$ cat src/logic/nv_pkg.sv
/*
  Shared constants for the data-EEPROM access block: I/O offsets, control
  bit positions, timing counts, and the host controller's register map.
  Assumes a single 100 MHz clock shared by both ends.
*/
package nv_pkg;
  localparam int CLK_PERIOD_NS = 10;
  localparam int RC_PERIOD_NS = 125;
  localparam int OSC_TICK_DIV = RC_PERIOD_NS / CLK_PERIOD_NS;
  localparam int WRITE_OSC_CYCLES = 27072;
  localparam int WRITE_TIME_US = 3400;

  localparam int ADDR_W = 11;
  localparam int MEM_BYTES = 2048;
  localparam int IO_ADDR_W = 6;

  localparam logic [5:0] OFS_CTRL = 6'h1F;
  localparam logic [5:0] OFS_DATA = 6'h20;
  localparam logic [5:0] OFS_ADDR_LOW = 6'h21;
  localparam logic [5:0] OFS_ADDR_HIGH = 6'h22;

  localparam int CTRL_READ_BIT = 0;
  localparam int CTRL_STROBE_BIT = 1;
  localparam int CTRL_ARM_BIT = 2;
  localparam int CTRL_RIE_BIT = 3;
  localparam logic [7:0] CTRL_RESET = 8'h00;

  localparam logic [2:0] ARM_WINDOW = 3'h4;
  localparam logic [2:0] WRITE_STALL = 3'h2;
  localparam logic [2:0] READ_STALL = 3'h4;

  localparam int AXI_ADDR_W = 8;
  localparam logic [7:0] REG_CMD_ADDR = 8'h00;
  localparam logic [7:0] REG_CMD_DATA = 8'h04;
  localparam logic [7:0] REG_CMD_GO = 8'h08;
  localparam logic [7:0] REG_RESULT = 8'h0C;
  localparam logic [7:0] REG_CONFIG = 8'h10;
  localparam logic [7:0] REG_IRQ_STATUS = 8'h14;
  localparam logic [7:0] REG_IRQ_MASK = 8'h18;
  localparam int CFG_GIE_BIT = 0;
  localparam int CFG_RIE_BIT = 1;
  localparam int CFG_SELFPROG_BIT = 2;
  localparam int IRQ_DONE_BIT = 0;
  localparam int IRQ_READY_BIT = 1;
  localparam int IRQ_REFUSED_BIT = 2;
  localparam logic [1:0] RESP_OKAY = 2'h0;
  localparam logic [1:0] RESP_SLVERR = 2'h2;

  typedef enum logic [2:0] {
    OP_NONE = 3'b000,
    OP_RAW_WR = 3'b001,
    OP_RAW_RD = 3'b010,
    OP_EE_WR = 3'b011,
    OP_EE_RD = 3'b100
  } host_op_t;

  typedef enum logic [1:0] {
    ST_IDLE = 2'b00,
    ST_PLAN = 2'b01,
    ST_ISSUE = 2'b10,
    ST_WAIT = 2'b11
  } host_state_t;
endpackage

$ cat src/logic/nv_io_if.sv
/*
  I/O register bus between the CPU-side controller and the EEPROM device.
  Assumes both ends run on the same clock; strobes are one-cycle pulses.
*/
`timescale 1ns/10ps
`default_nettype none
interface nv_io_if;
  logic [5:0] io_addr;
  logic io_wr;
  logic io_rd;
  logic [7:0] io_wdata;
  logic [7:0] io_rdata;
  logic cpu_stall;
  logic global_irq_enable;
  logic selfprog_busy;
  logic ready_irq;

  modport device (
    input io_addr, io_wr, io_rd, io_wdata, global_irq_enable, selfprog_busy,
    output io_rdata, cpu_stall, ready_irq
  );
  modport cpu (
    output io_addr, io_wr, io_rd, io_wdata, global_irq_enable, selfprog_busy,
    input io_rdata, cpu_stall, ready_irq
  );
endinterface
`default_nettype wire

$ cat src/logic/nv_host_ctrl.sv
/*
  CPU-side controller: an AXI4-Lite slave holds commands that it replays
  as timed I/O sequences on the EEPROM device bus. Assumes the device
  answers io reads one cycle later and raises cpu_stall as it takes work.
*/
`timescale 1ns/10ps
`default_nettype none
module nv_host_ctrl
  import nv_pkg::*;
(
  input wire logic aclk,
  input wire logic aresetn,
  input wire logic [7:0] awaddr,
  input wire logic awvalid,
  output logic awready,
  input wire logic [31:0] wdata,
  input wire logic [3:0] wstrb,
  input wire logic wvalid,
  output logic wready,
  output logic [1:0] bresp,
  output logic bvalid,
  input wire logic bready,
  input wire logic [7:0] araddr,
  input wire logic arvalid,
  output logic arready,
  output logic [31:0] rdata,
  output logic [1:0] rresp,
  output logic rvalid,
  input wire logic rready,
  output logic irq,
  nv_io_if.cpu io
);
  host_state_t state;
  host_op_t op;
  logic [2:0] step;
  logic [ADDR_W-1:0] cmd_addr;
  logic [7:0] cmd_data;
  logic [7:0] result;
  logic [2:0] cfg;
  logic [2:0] irq_status;
  logic [2:0] irq_mask;
  logic [7:0] aw_q;
  logic [31:0] w_q;
  logic aw_held;
  logic w_held;
  logic ready_seen;
  logic [5:0] plan_addr;
  logic [7:0] plan_wdata;
  logic plan_rd;
  logic plan_last;

  wire do_write = aw_held && w_held && !bvalid;
  wire hit_w = aw_q == REG_CMD_ADDR || aw_q == REG_CMD_DATA
      || aw_q == REG_CMD_GO || aw_q == REG_CONFIG
      || aw_q == REG_IRQ_STATUS || aw_q == REG_IRQ_MASK;
  wire wr_go = do_write && aw_q == REG_CMD_GO && w_q[0 +: 3] != OP_NONE;
  wire go_ok = wr_go && state == ST_IDLE;
  wire [7:0] rie_bits = {4'h0, cfg[CFG_RIE_BIT], 3'h0};
  wire stall_done = state == ST_WAIT && !io.cpu_stall;
  // Poll the strobe (and self-programming for writes) before an EE read or write; raw commands skip it
  wire hold_step = (op == OP_EE_WR || op == OP_EE_RD) && step == 3'h0
      && (io.io_rdata[CTRL_STROBE_BIT]
      || (op == OP_EE_WR && cfg[CFG_SELFPROG_BIT]));
  wire cmd_end = stall_done && plan_last && !hold_step;
  wire [2:0] irq_set = {wr_go && !go_ok, io.ready_irq && !ready_seen,
                        cmd_end};
  wire [2:0] irq_clr = (do_write && aw_q == REG_IRQ_STATUS && wstrb[0])
      ? w_q[2:0] : 3'h0;
  wire [2:0] next_status = irq_set | (irq_status & ~irq_clr);
  wire [31:0] read_mux = (araddr == REG_CMD_ADDR) ? 32'(cmd_addr)
      : (araddr == REG_CMD_DATA) ? 32'(cmd_data)
      : (araddr == REG_CMD_GO) ? 32'(state != ST_IDLE)
      : (araddr == REG_RESULT) ? 32'(result)
      : (araddr == REG_CONFIG) ? 32'(cfg)
      : (araddr == REG_IRQ_STATUS) ? 32'(irq_status)
      : (araddr == REG_IRQ_MASK) ? 32'(irq_mask)
      : 32'h0000_0000;
  wire hit_r = araddr == REG_CMD_ADDR || araddr == REG_CMD_DATA
      || araddr == REG_CMD_GO || araddr == REG_RESULT
      || araddr == REG_CONFIG || araddr == REG_IRQ_STATUS
      || araddr == REG_IRQ_MASK;

  // One io access per step of the current command
  always_comb begin
    plan_addr = OFS_CTRL;
    plan_wdata = 8'h00;
    plan_rd = 1'b1;
    plan_last = 1'b0;
    unique case (op)
      OP_RAW_WR: begin
        plan_addr = cmd_addr[5:0];
        plan_wdata = cmd_data;
        plan_rd = 1'b0;
        plan_last = 1'b1;
      end
      OP_RAW_RD: begin
        plan_addr = cmd_addr[5:0];
        plan_last = 1'b1;
      end
      OP_EE_WR, OP_EE_RD: begin
        plan_rd = step != 3'h0 && !(op == OP_EE_RD && step == 3'h4);
        plan_rd = !plan_rd;
        if (step == 3'h1) begin
          plan_addr = OFS_ADDR_HIGH;
          plan_wdata = {5'h00, cmd_addr[ADDR_W-1:8]};
        end else if (step == 3'h2) begin
          plan_addr = OFS_ADDR_LOW;
          plan_wdata = cmd_addr[7:0];
        end else if (step == 3'h3 && op == OP_EE_WR) begin
          plan_addr = OFS_DATA;
          plan_wdata = cmd_data;
        end else if (step == 3'h3) begin
          plan_wdata = rie_bits | 8'h01;
        end else if (step == 3'h4 && op == OP_EE_RD) begin
          plan_addr = OFS_DATA;
          plan_last = 1'b1;
        end else if (step == 3'h4) begin
          plan_wdata = rie_bits | 8'h04;
        end else if (step == 3'h5) begin
          plan_wdata = rie_bits | 8'h06;
          plan_last = 1'b1;
        end
      end
      default: begin
        plan_last = 1'b1;
      end
    endcase
  end

  always_ff @(posedge aclk) begin
    if (!aresetn) begin
      state <= ST_IDLE;
      op <= OP_NONE;
      step <= 3'h0;
      result <= 8'h00;
      io.io_addr <= 6'h00;
      io.io_wdata <= 8'h00;
      io.io_wr <= 1'b0;
      io.io_rd <= 1'b0;
    end else begin
      unique case (state)
        ST_IDLE: begin
          if (go_ok) begin
            op <= host_op_t'(w_q[2:0]);
            step <= 3'h0;
            state <= ST_PLAN;
          end
        end
        ST_PLAN: begin
          io.io_addr <= plan_addr;
          io.io_wdata <= plan_wdata;
          io.io_wr <= !plan_rd;
          io.io_rd <= plan_rd;
          state <= ST_ISSUE;
        end
        ST_ISSUE: begin
          io.io_wr <= 1'b0;
          io.io_rd <= 1'b0;
          state <= ST_WAIT;
        end
        ST_WAIT: begin
          if (stall_done) begin
            if (plan_rd) begin
              result <= io.io_rdata;
            end
            if (hold_step) begin
              state <= ST_PLAN;
            end else if (plan_last) begin
              state <= ST_IDLE;
            end else begin
              step <= step + 3'h1;
              state <= ST_PLAN;
            end
          end
        end
      endcase
    end
  end

  always_ff @(posedge aclk) begin
    if (!aresetn) begin
      cmd_addr <= '0;
      cmd_data <= 8'h00;
      cfg <= 3'h0;
      irq_mask <= 3'h0;
      irq_status <= 3'h0;
      ready_seen <= 1'b0;
      irq <= 1'b0;
      io.global_irq_enable <= 1'b0;
      io.selfprog_busy <= 1'b0;
    end else begin
      if (do_write && wstrb[0]) begin
        if (aw_q == REG_CMD_ADDR) begin
          cmd_addr <= w_q[ADDR_W-1:0];
        end
        if (aw_q == REG_CMD_DATA) begin
          cmd_data <= w_q[7:0];
        end
        if (aw_q == REG_CONFIG) begin
          cfg <= w_q[2:0];
        end
        if (aw_q == REG_IRQ_MASK) begin
          irq_mask <= w_q[2:0];
        end
      end
      irq_status <= next_status;
      ready_seen <= io.ready_irq;
      irq <= |(next_status & irq_mask);
      // Interrupts stay off while any command sequence runs
      io.global_irq_enable <= cfg[CFG_GIE_BIT] && state == ST_IDLE
                              && !go_ok;
      io.selfprog_busy <= cfg[CFG_SELFPROG_BIT];
    end
  end

  always_ff @(posedge aclk) begin
    if (!aresetn) begin
      awready <= 1'b1;
      wready <= 1'b1;
      aw_held <= 1'b0;
      w_held <= 1'b0;
      aw_q <= 8'h00;
      w_q <= 32'h0000_0000;
      bvalid <= 1'b0;
      bresp <= RESP_OKAY;
    end else begin
      if (awvalid && awready) begin
        aw_q <= awaddr;
        aw_held <= 1'b1;
        awready <= 1'b0;
      end
      if (wvalid && wready) begin
        w_q <= wdata;
        w_held <= 1'b1;
        wready <= 1'b0;
      end
      if (do_write) begin
        bvalid <= 1'b1;
        bresp <= hit_w ? RESP_OKAY : RESP_SLVERR;
      end else if (bvalid && bready) begin
        bvalid <= 1'b0;
        aw_held <= 1'b0;
        w_held <= 1'b0;
        awready <= 1'b1;
        wready <= 1'b1;
      end
    end
  end

  always_ff @(posedge aclk) begin
    if (!aresetn) begin
      arready <= 1'b1;
      rvalid <= 1'b0;
      rdata <= 32'h0000_0000;
      rresp <= RESP_OKAY;
    end else if (arvalid && arready) begin
      arready <= 1'b0;
      rvalid <= 1'b1;
      rdata <= read_mux;
      rresp <= hit_r ? RESP_OKAY : RESP_SLVERR;
    end else if (rvalid && rready) begin
      rvalid <= 1'b0;
      arready <= 1'b1;
    end
  end
endmodule
`default_nettype wire

$ cat src/flat_wrapper.sv
// flat-port wrapper written by rule: the top's interface ports become plain ports
module nv_host_ctrl_flat import nv_pkg::*;
  (aclk, aresetn, awaddr, awvalid, awready, wdata, wstrb, wvalid, wready, bresp, bvalid, bready, araddr, arvalid, arready, rdata, rresp, rvalid, rready, irq, io_io_addr, io_io_wr, io_io_rd, io_io_wdata, io_global_irq_enable, io_selfprog_busy, io_io_rdata, io_cpu_stall, io_ready_irq);
  nv_io_if io_i ();
  input wire logic aclk;
  input wire logic aresetn;
  input wire logic [7:0] awaddr;
  input wire logic awvalid;
  output logic awready;
  input wire logic [31:0] wdata;
  input wire logic [3:0] wstrb;
  input wire logic wvalid;
  output logic wready;
  output logic [1:0] bresp;
  output logic bvalid;
  input wire logic bready;
  input wire logic [7:0] araddr;
  input wire logic arvalid;
  output logic arready;
  output logic [31:0] rdata;
  output logic [1:0] rresp;
  output logic rvalid;
  input wire logic rready;
  output logic irq;
  output wire logic [$bits(io_i.io_addr)-1:0] io_io_addr;
  output wire logic [$bits(io_i.io_wr)-1:0] io_io_wr;
  output wire logic [$bits(io_i.io_rd)-1:0] io_io_rd;
  output wire logic [$bits(io_i.io_wdata)-1:0] io_io_wdata;
  output wire logic [$bits(io_i.global_irq_enable)-1:0] io_global_irq_enable;
  output wire logic [$bits(io_i.selfprog_busy)-1:0] io_selfprog_busy;
  input wire logic [$bits(io_i.io_rdata)-1:0] io_io_rdata;
  input wire logic [$bits(io_i.cpu_stall)-1:0] io_cpu_stall;
  input wire logic [$bits(io_i.ready_irq)-1:0] io_ready_irq;
  assign io_io_addr = io_i.io_addr;
  assign io_io_wr = io_i.io_wr;
  assign io_io_rd = io_i.io_rd;
  assign io_io_wdata = io_i.io_wdata;
  assign io_global_irq_enable = io_i.global_irq_enable;
  assign io_selfprog_busy = io_i.selfprog_busy;
  assign io_i.io_rdata = io_io_rdata;
  assign io_i.cpu_stall = io_cpu_stall;
  assign io_i.ready_irq = io_ready_irq;
  nv_host_ctrl u_core (.aclk(aclk), .aresetn(aresetn), .awaddr(awaddr), .awvalid(awvalid), .awready(awready), .wdata(wdata), .wstrb(wstrb), .wvalid(wvalid), .wready(wready), .bresp(bresp), .bvalid(bvalid), .bready(bready), .araddr(araddr), .arvalid(arvalid), .arready(arready), .rdata(rdata), .rresp(rresp), .rvalid(rvalid), .rready(rready), .irq(irq), .io(io_i));
endmodule
$ cat config.mk
export PLATFORM = sky130hd
export DESIGN_NAME = nv_host_ctrl_flat
export DESIGN_NICKNAME = d
export VERILOG_FILES = /design/src/logic/nv_pkg.sv /design/src/logic/nv_io_if.sv /design/src/logic/nv_host_ctrl.sv /design/src/flat_wrapper.sv
export SDC_FILE = /design/constraint.sdc
export NUM_CORES = 1
export LEC_CHECK = 0
export BUFFER_PORTS_ARGS = -buffer_cell sky130_fd_sc_hd__buf_2
export CAP_MARGIN = 40
export CORE_MARGIN = 3
export CORE_UTILIZATION = 40
export CTS_CLUSTER_SIZE = 14
export DETAILED_ROUTE_END_ITERATION = 12
export HOLD_SLACK_MARGIN = 0.05
export SLEW_MARGIN = 20
export SYNTH_ARGS = -nofsm -noshare
export SYNTH_HDL_FRONTEND = slang
export SYNTH_SLANG_ARGS = --single-unit
$ cat constraint.sdc
create_clock -name aclk -period 2.84 [get_ports aclk]
set_input_delay 0.568 -clock aclk [delete_from_list [all_inputs] [get_ports aclk]]
set_output_delay 0.568 -clock aclk [all_outputs]
set_load 0.01 [all_outputs]
Yosys cells after proc, flatten, opt, wreduce, memory -nomap -nowiden
Index checks and enable logic that the tools add are counted.

Output and inout bits: 60. Bits in registers: 126.

Reduce and logical (&&, ||, !) cells: 69. Bitwise logic cells: 4. Equality and inequality tests: 27. Muxes and demuxes: 63. Add/sub/neg operators: 1.

Operator list (count): $mux W32 (6); $eq A8 B5 Y1 const B (6); $mux W8 (6); $mux W6 (5); $mux W1 (27); $logic_and A1 B1 Y1 (26); $eq A8 B4 Y1 const B (3); $mux W3 (6); $eq A8 B3 Y1 const B (2); $logic_not A8 Y1 (2); $pmux W8 S2 (1); $logic_or A1 B1 Y1 (13); $eq A3 B2 Y1 const B (4); $pmux W6 S2 (1); $reduce_and A2 Y1 (6); $mux W2 (5); $reduce_bool A2 Y1 (5); $eq A3 B3 Y1 const B (3); $logic_not A1 Y1 (8); $pmux W2 S4 (1); $and A3 B3 Y3 (2); $eq A3 B1 Y1 const B (2); $pmux W1 S2 (3); $pmux W3 S2 (1); other kinds (15) (20).

Longest topological paths before layout
Word-level depth: 14. Mapped depth: 8. Gate-level depth less buffers: 7.

Worst setup path after synthesis
No wires, ideal clock.

Path kind: register to register. Start point: register u_core.step[0]. End point: register u_core.step[0]. Path buffers: 1. Period minus slack after synthesis: 1.898 ns. Path slack: 0.942 ns. Arrival: 1.826 ns. Cell stages (with the launch flop): 9. Library setup time: 0.072 ns. Cells stage by stage: dfxtp_1 ha_1 ha_1 clkbuf_1 nand2b_1 a311oi_1 o31ai_1 nand3_1 mux2i_1.

Cells in the longest elaborated chain, start to end: 11. Elaborated cells on any way between the ends: 26.

RTL lines: start: declaration (RTL line nv_host_ctrl.sv:35) `logic [2:0] step;`; start signal: assignment (RTL line nv_host_ctrl.sv:171) `step <= step + 3'h1;`; $eq A3 B3 Y1 (RTL line nv_host_ctrl.sv:119) `end else if (step == 3'h5) begin`; $mux W1 (RTL line nv_host_ctrl.sv:119); $mux W1 (RTL line nv_host_ctrl.sv:117) `end else if (step == 3'h4) begin`; $mux W1 (RTL line nv_host_ctrl.sv:114) `end else if (step == 3'h4 && op == OP_EE_RD) begin`; $mux W1 (RTL line nv_host_ctrl.sv:112) `end else if (step == 3'h3) begin`; $mux W1 (RTL line nv_host_ctrl.sv:109) `end else if (step == 3'h3 && op == OP_EE_WR) begin`; $mux W1 (RTL line nv_host_ctrl.sv:106) `end else if (step == 3'h2) begin`; $mux W1 (RTL line nv_host_ctrl.sv:103) `if (step == 3'h1) begin`; $mux W1 (RTL line nv_host_ctrl.sv:89) `unique case (op)`; $ne A2 B2 Y1 (no line); $reduce_and A5 Y1 (no line).

Parallel ways exist; a longest one is shown, timed or not. The select of a mux whose other input is x is not followed. A chain may end at the register's enable or synchronous reset.

Worst setup path after layout
Start point: register u_core.step[2]. End point: register u_core.step[1].

Cells in the longest elaborated chain, start to end: 11. Elaborated cells on any way between the ends: 21.

RTL lines (RTL line): $eq A3 B3 Y1 (nv_host_ctrl.sv:119); $mux W1 (nv_host_ctrl.sv:119); $mux W1 (nv_host_ctrl.sv:117); $mux W1 (nv_host_ctrl.sv:114); $mux W1 (nv_host_ctrl.sv:112); $mux W1 (nv_host_ctrl.sv:109); $mux W1 (nv_host_ctrl.sv:106); $mux W1 (nv_host_ctrl.sv:103); $mux W1 (nv_host_ctrl.sv:89); $ne A2 B2 Y1 (no line); $reduce_and A5 Y1 (no line) (*).

Every way passes the cells marked *; elsewhere a longest branch is shown, timed or not.

==> summary.txt <==
hold path startpoint - wvalid
cells on worst reg2reg path - 7
Resized Gates After CTS - 0
Area after DPL - 5560 um2
Inserted Clock Buffers - 9
total of max-cap violations - 0
NumNets Final - 751
RSZ-0062 raised after global routing - no
fraction of layout cells with a size suffix above 1 - 17.7%
yosys warns - 0
Tcrit/Tclk final - 77.4%
hold_buf cts - 0
cell-internal power - 2.73 mW
Final Hold Fails - 0
first-pass GRT wire length - 20900 um
fraction of registers with async set/reset - 0%
Fmax - 455 MHz
area of the die - 14200 um2
Switching Share - 25.9%
vias per inst - 5.15
postcts setup bufs - 0
maximum vdd drop - 0.000294 V
GP Congestion - 0.832
power per cell area - 622 nW/um2
CTS Sinks - 103
CP max-delay cell - dfxtp_1
crit-path max FO - 10
design area - 5930 um2
highest-count cells in the layout ignoring fill and taps - dfxtp_1, nand2_1, buf_2
Pins Over Slew Limit - 0
leakage power - 2.49 nW
Combinational Power Share - 15.2%
Sum Neg Setup Slack - 0 ns
DR DRC count - 0
clock latency on the worst-skew pair - 0.35 ns
Final Critical Period - 2.20 ns
ys flop type - dfxtp_1
synthesized area - 5140 um2
Worst-path clk slew - 0.07 ns
die height - 119 um
H-tree Lvls - 3
Syn Inst Count - 613
Overall Global Routing Usage - 18.1%
First DRT Iteration DRCs - 240
dpl hpwl - 9540 um
syn avg cell area - 8.38 um2
CTS tree - yes
Hold Crit Class - input port to flop
detailed-route via count - 4350
I/O pin count - 129
Setup crit end kind - flop
Root Driver - clkbuf_16
Setup crit start kind - flop
most common cell after layout, fill and taps aside - dfxtp_1
# rows - 40
area grow syn2layout - 15.3%
largest net degree at the start of global routing - 38
Final Skew - 0.00628 ns
Final Setup Violations - 0
Largest stage delay, worst path - 0.51 ns
antenna violations before repair - 0
crit path cell chain - inv_1 > ha_1 > nand2b_1 > a311oi_1 > o31ai_1 > nand3_1 > mux2i_1
WL per Instance - 15.1 um
TritonRoute pass-1 iters - 4
Slew headroom - 48.1%
Setup Crit Path Kind - flop to flop
number of global-route vias before repair - 4105
reg2reg start - u_core.step[2]
gr ovfl total - 0
die width - 119 um
port bufs - 81
worst setup path start - u_core.step[2]
area leader, netlist - dfxtp_1
number of synthesized register bits - 103
outcome - completed
routed wire length - 12800 um
number of diodes - 0
Synth area leaders - dfxtp_1, nand2_1, mux2i_1
Seq pwr share - 44.4%
Post-synth EDFFs - 0
core outline area - 12300 um2
Yosys cell types - 60
Routed Antenna Nets - 0
Clock Path Buffers - 2
sw power - 0.954 mW
Slew @ Worst Pin - 0.778 ns
cell count of the worst hold path - 2
initial core utilization - 41.9%
share of total power in the clock network - 40.4%
CP Data Required Time - 3.12 ns
Synth top area share - 40.1%
CP Data Arrival Time - 2.48 ns
register area share after synthesis - 40.1%
==> kinds of logic after synthesis <==
kind of cell | synth area share (%)
compound gates | 19.3
xor+xnor | 0.171
fa+ha+maj | 2.44
buf+inv | 7.35
flops | 40.1
mux | 6.09
other cells | 0.0730
simple gates | 24.4
==> layout make-up <==
type,count,area (um2)
repair buffers,86,455
multi-input cells,457,2780
clock inverters,6,133
inverters,15,56.3
well taps,168,210
fillers,1239,6340
clock buffers,10,229
flip-flops and latches,103,2060
==> per-layer routing <==
layer | wire (um) | global-route usage (%)
met4 | 137 | 5.37
met1 | 6160 | 25.2
met5 | 0 | 0
met2 | 5690 | 28.2
met3 | 767 | 4.04
==> final timing paths <==
check | endpoint | slack (ns)
worst max-delay path | u_core.step[1] | 0.64
worst min-delay path | u_core.wready | 0.43
worst max register to register | u_core.step[1] | 0.64
worst min register to register | u_core.io.io_addr[3] | 0.46
==> worst max-delay path: cells and delay by family, from the launching register on <==
family	cells	cell delay, ns
DFF	1	0.51
muxes	1	0.21
buffers and inverters	1	0.11
AOI/OAI and AO/OA	2	0.56
adders and majority gates	1	0.31
and+or+nand+nor	2	0.43
==> flip-flops by register name, indices dropped and copies added, names as in the netlist, 6 cells and up <==
signal and count:
u_core.aw_q 8, u_core.cmd_addr 11, u_core.cmd_data 8, u_core.io.io_addr 6, u_core.io.io_wdata 8, u_core.rdata 11
u_core.result 8, u_core.w_q 11
==> synth_stat cells (6+ instances only) <==
cell type  count
dfxtp_1      103
nand2_1       99
o21ai_0       38
nor2b_1       35
nand3_1       31
a21boi_0      30
clkbuf_1      29
mux2i_1       29
a21oi_1       24
buf_4         24
nor2_1        21
inv_1         15
nand2b_1      12
a21boi_1      11
ha_1          10
o31ai_1        7
and2_1         6
==> through the flow <==
step / std cells / util [%] / hold WS (ns) / setup slack (ns) / power [mW]
2_1_floorplan: 635 / - / 0.422 / 0.942 / 2.05
3_3_place_gp: 829 / 45.4 / 0.439 / 0.748 / 2.22
3_5_place_dp: 829 / 45.4 / 0.451 / 0.724 / 2.23
4_1_cts: 845 / 48.3 / 0.422 / 0.700 / 3.72
5_1_grt: 845 / 48.3 / 0.421 / 0.477 / 3.87
6_report: 845 / 48.3 / 0.427 / 0.641 / 3.69
==> power by group through the flow <==
stage                     registers, mW  clock network, mW  logic, mW
after floorplan                    1.69                  0      0.359
after global placement             1.67                  0      0.552
after detailed placement           1.67                  0      0.562
after CTS                          1.64               1.52      0.564
after global routing               1.65               1.58      0.632
final                              1.64               1.49      0.559
Power figures use the tool's default switching activity.
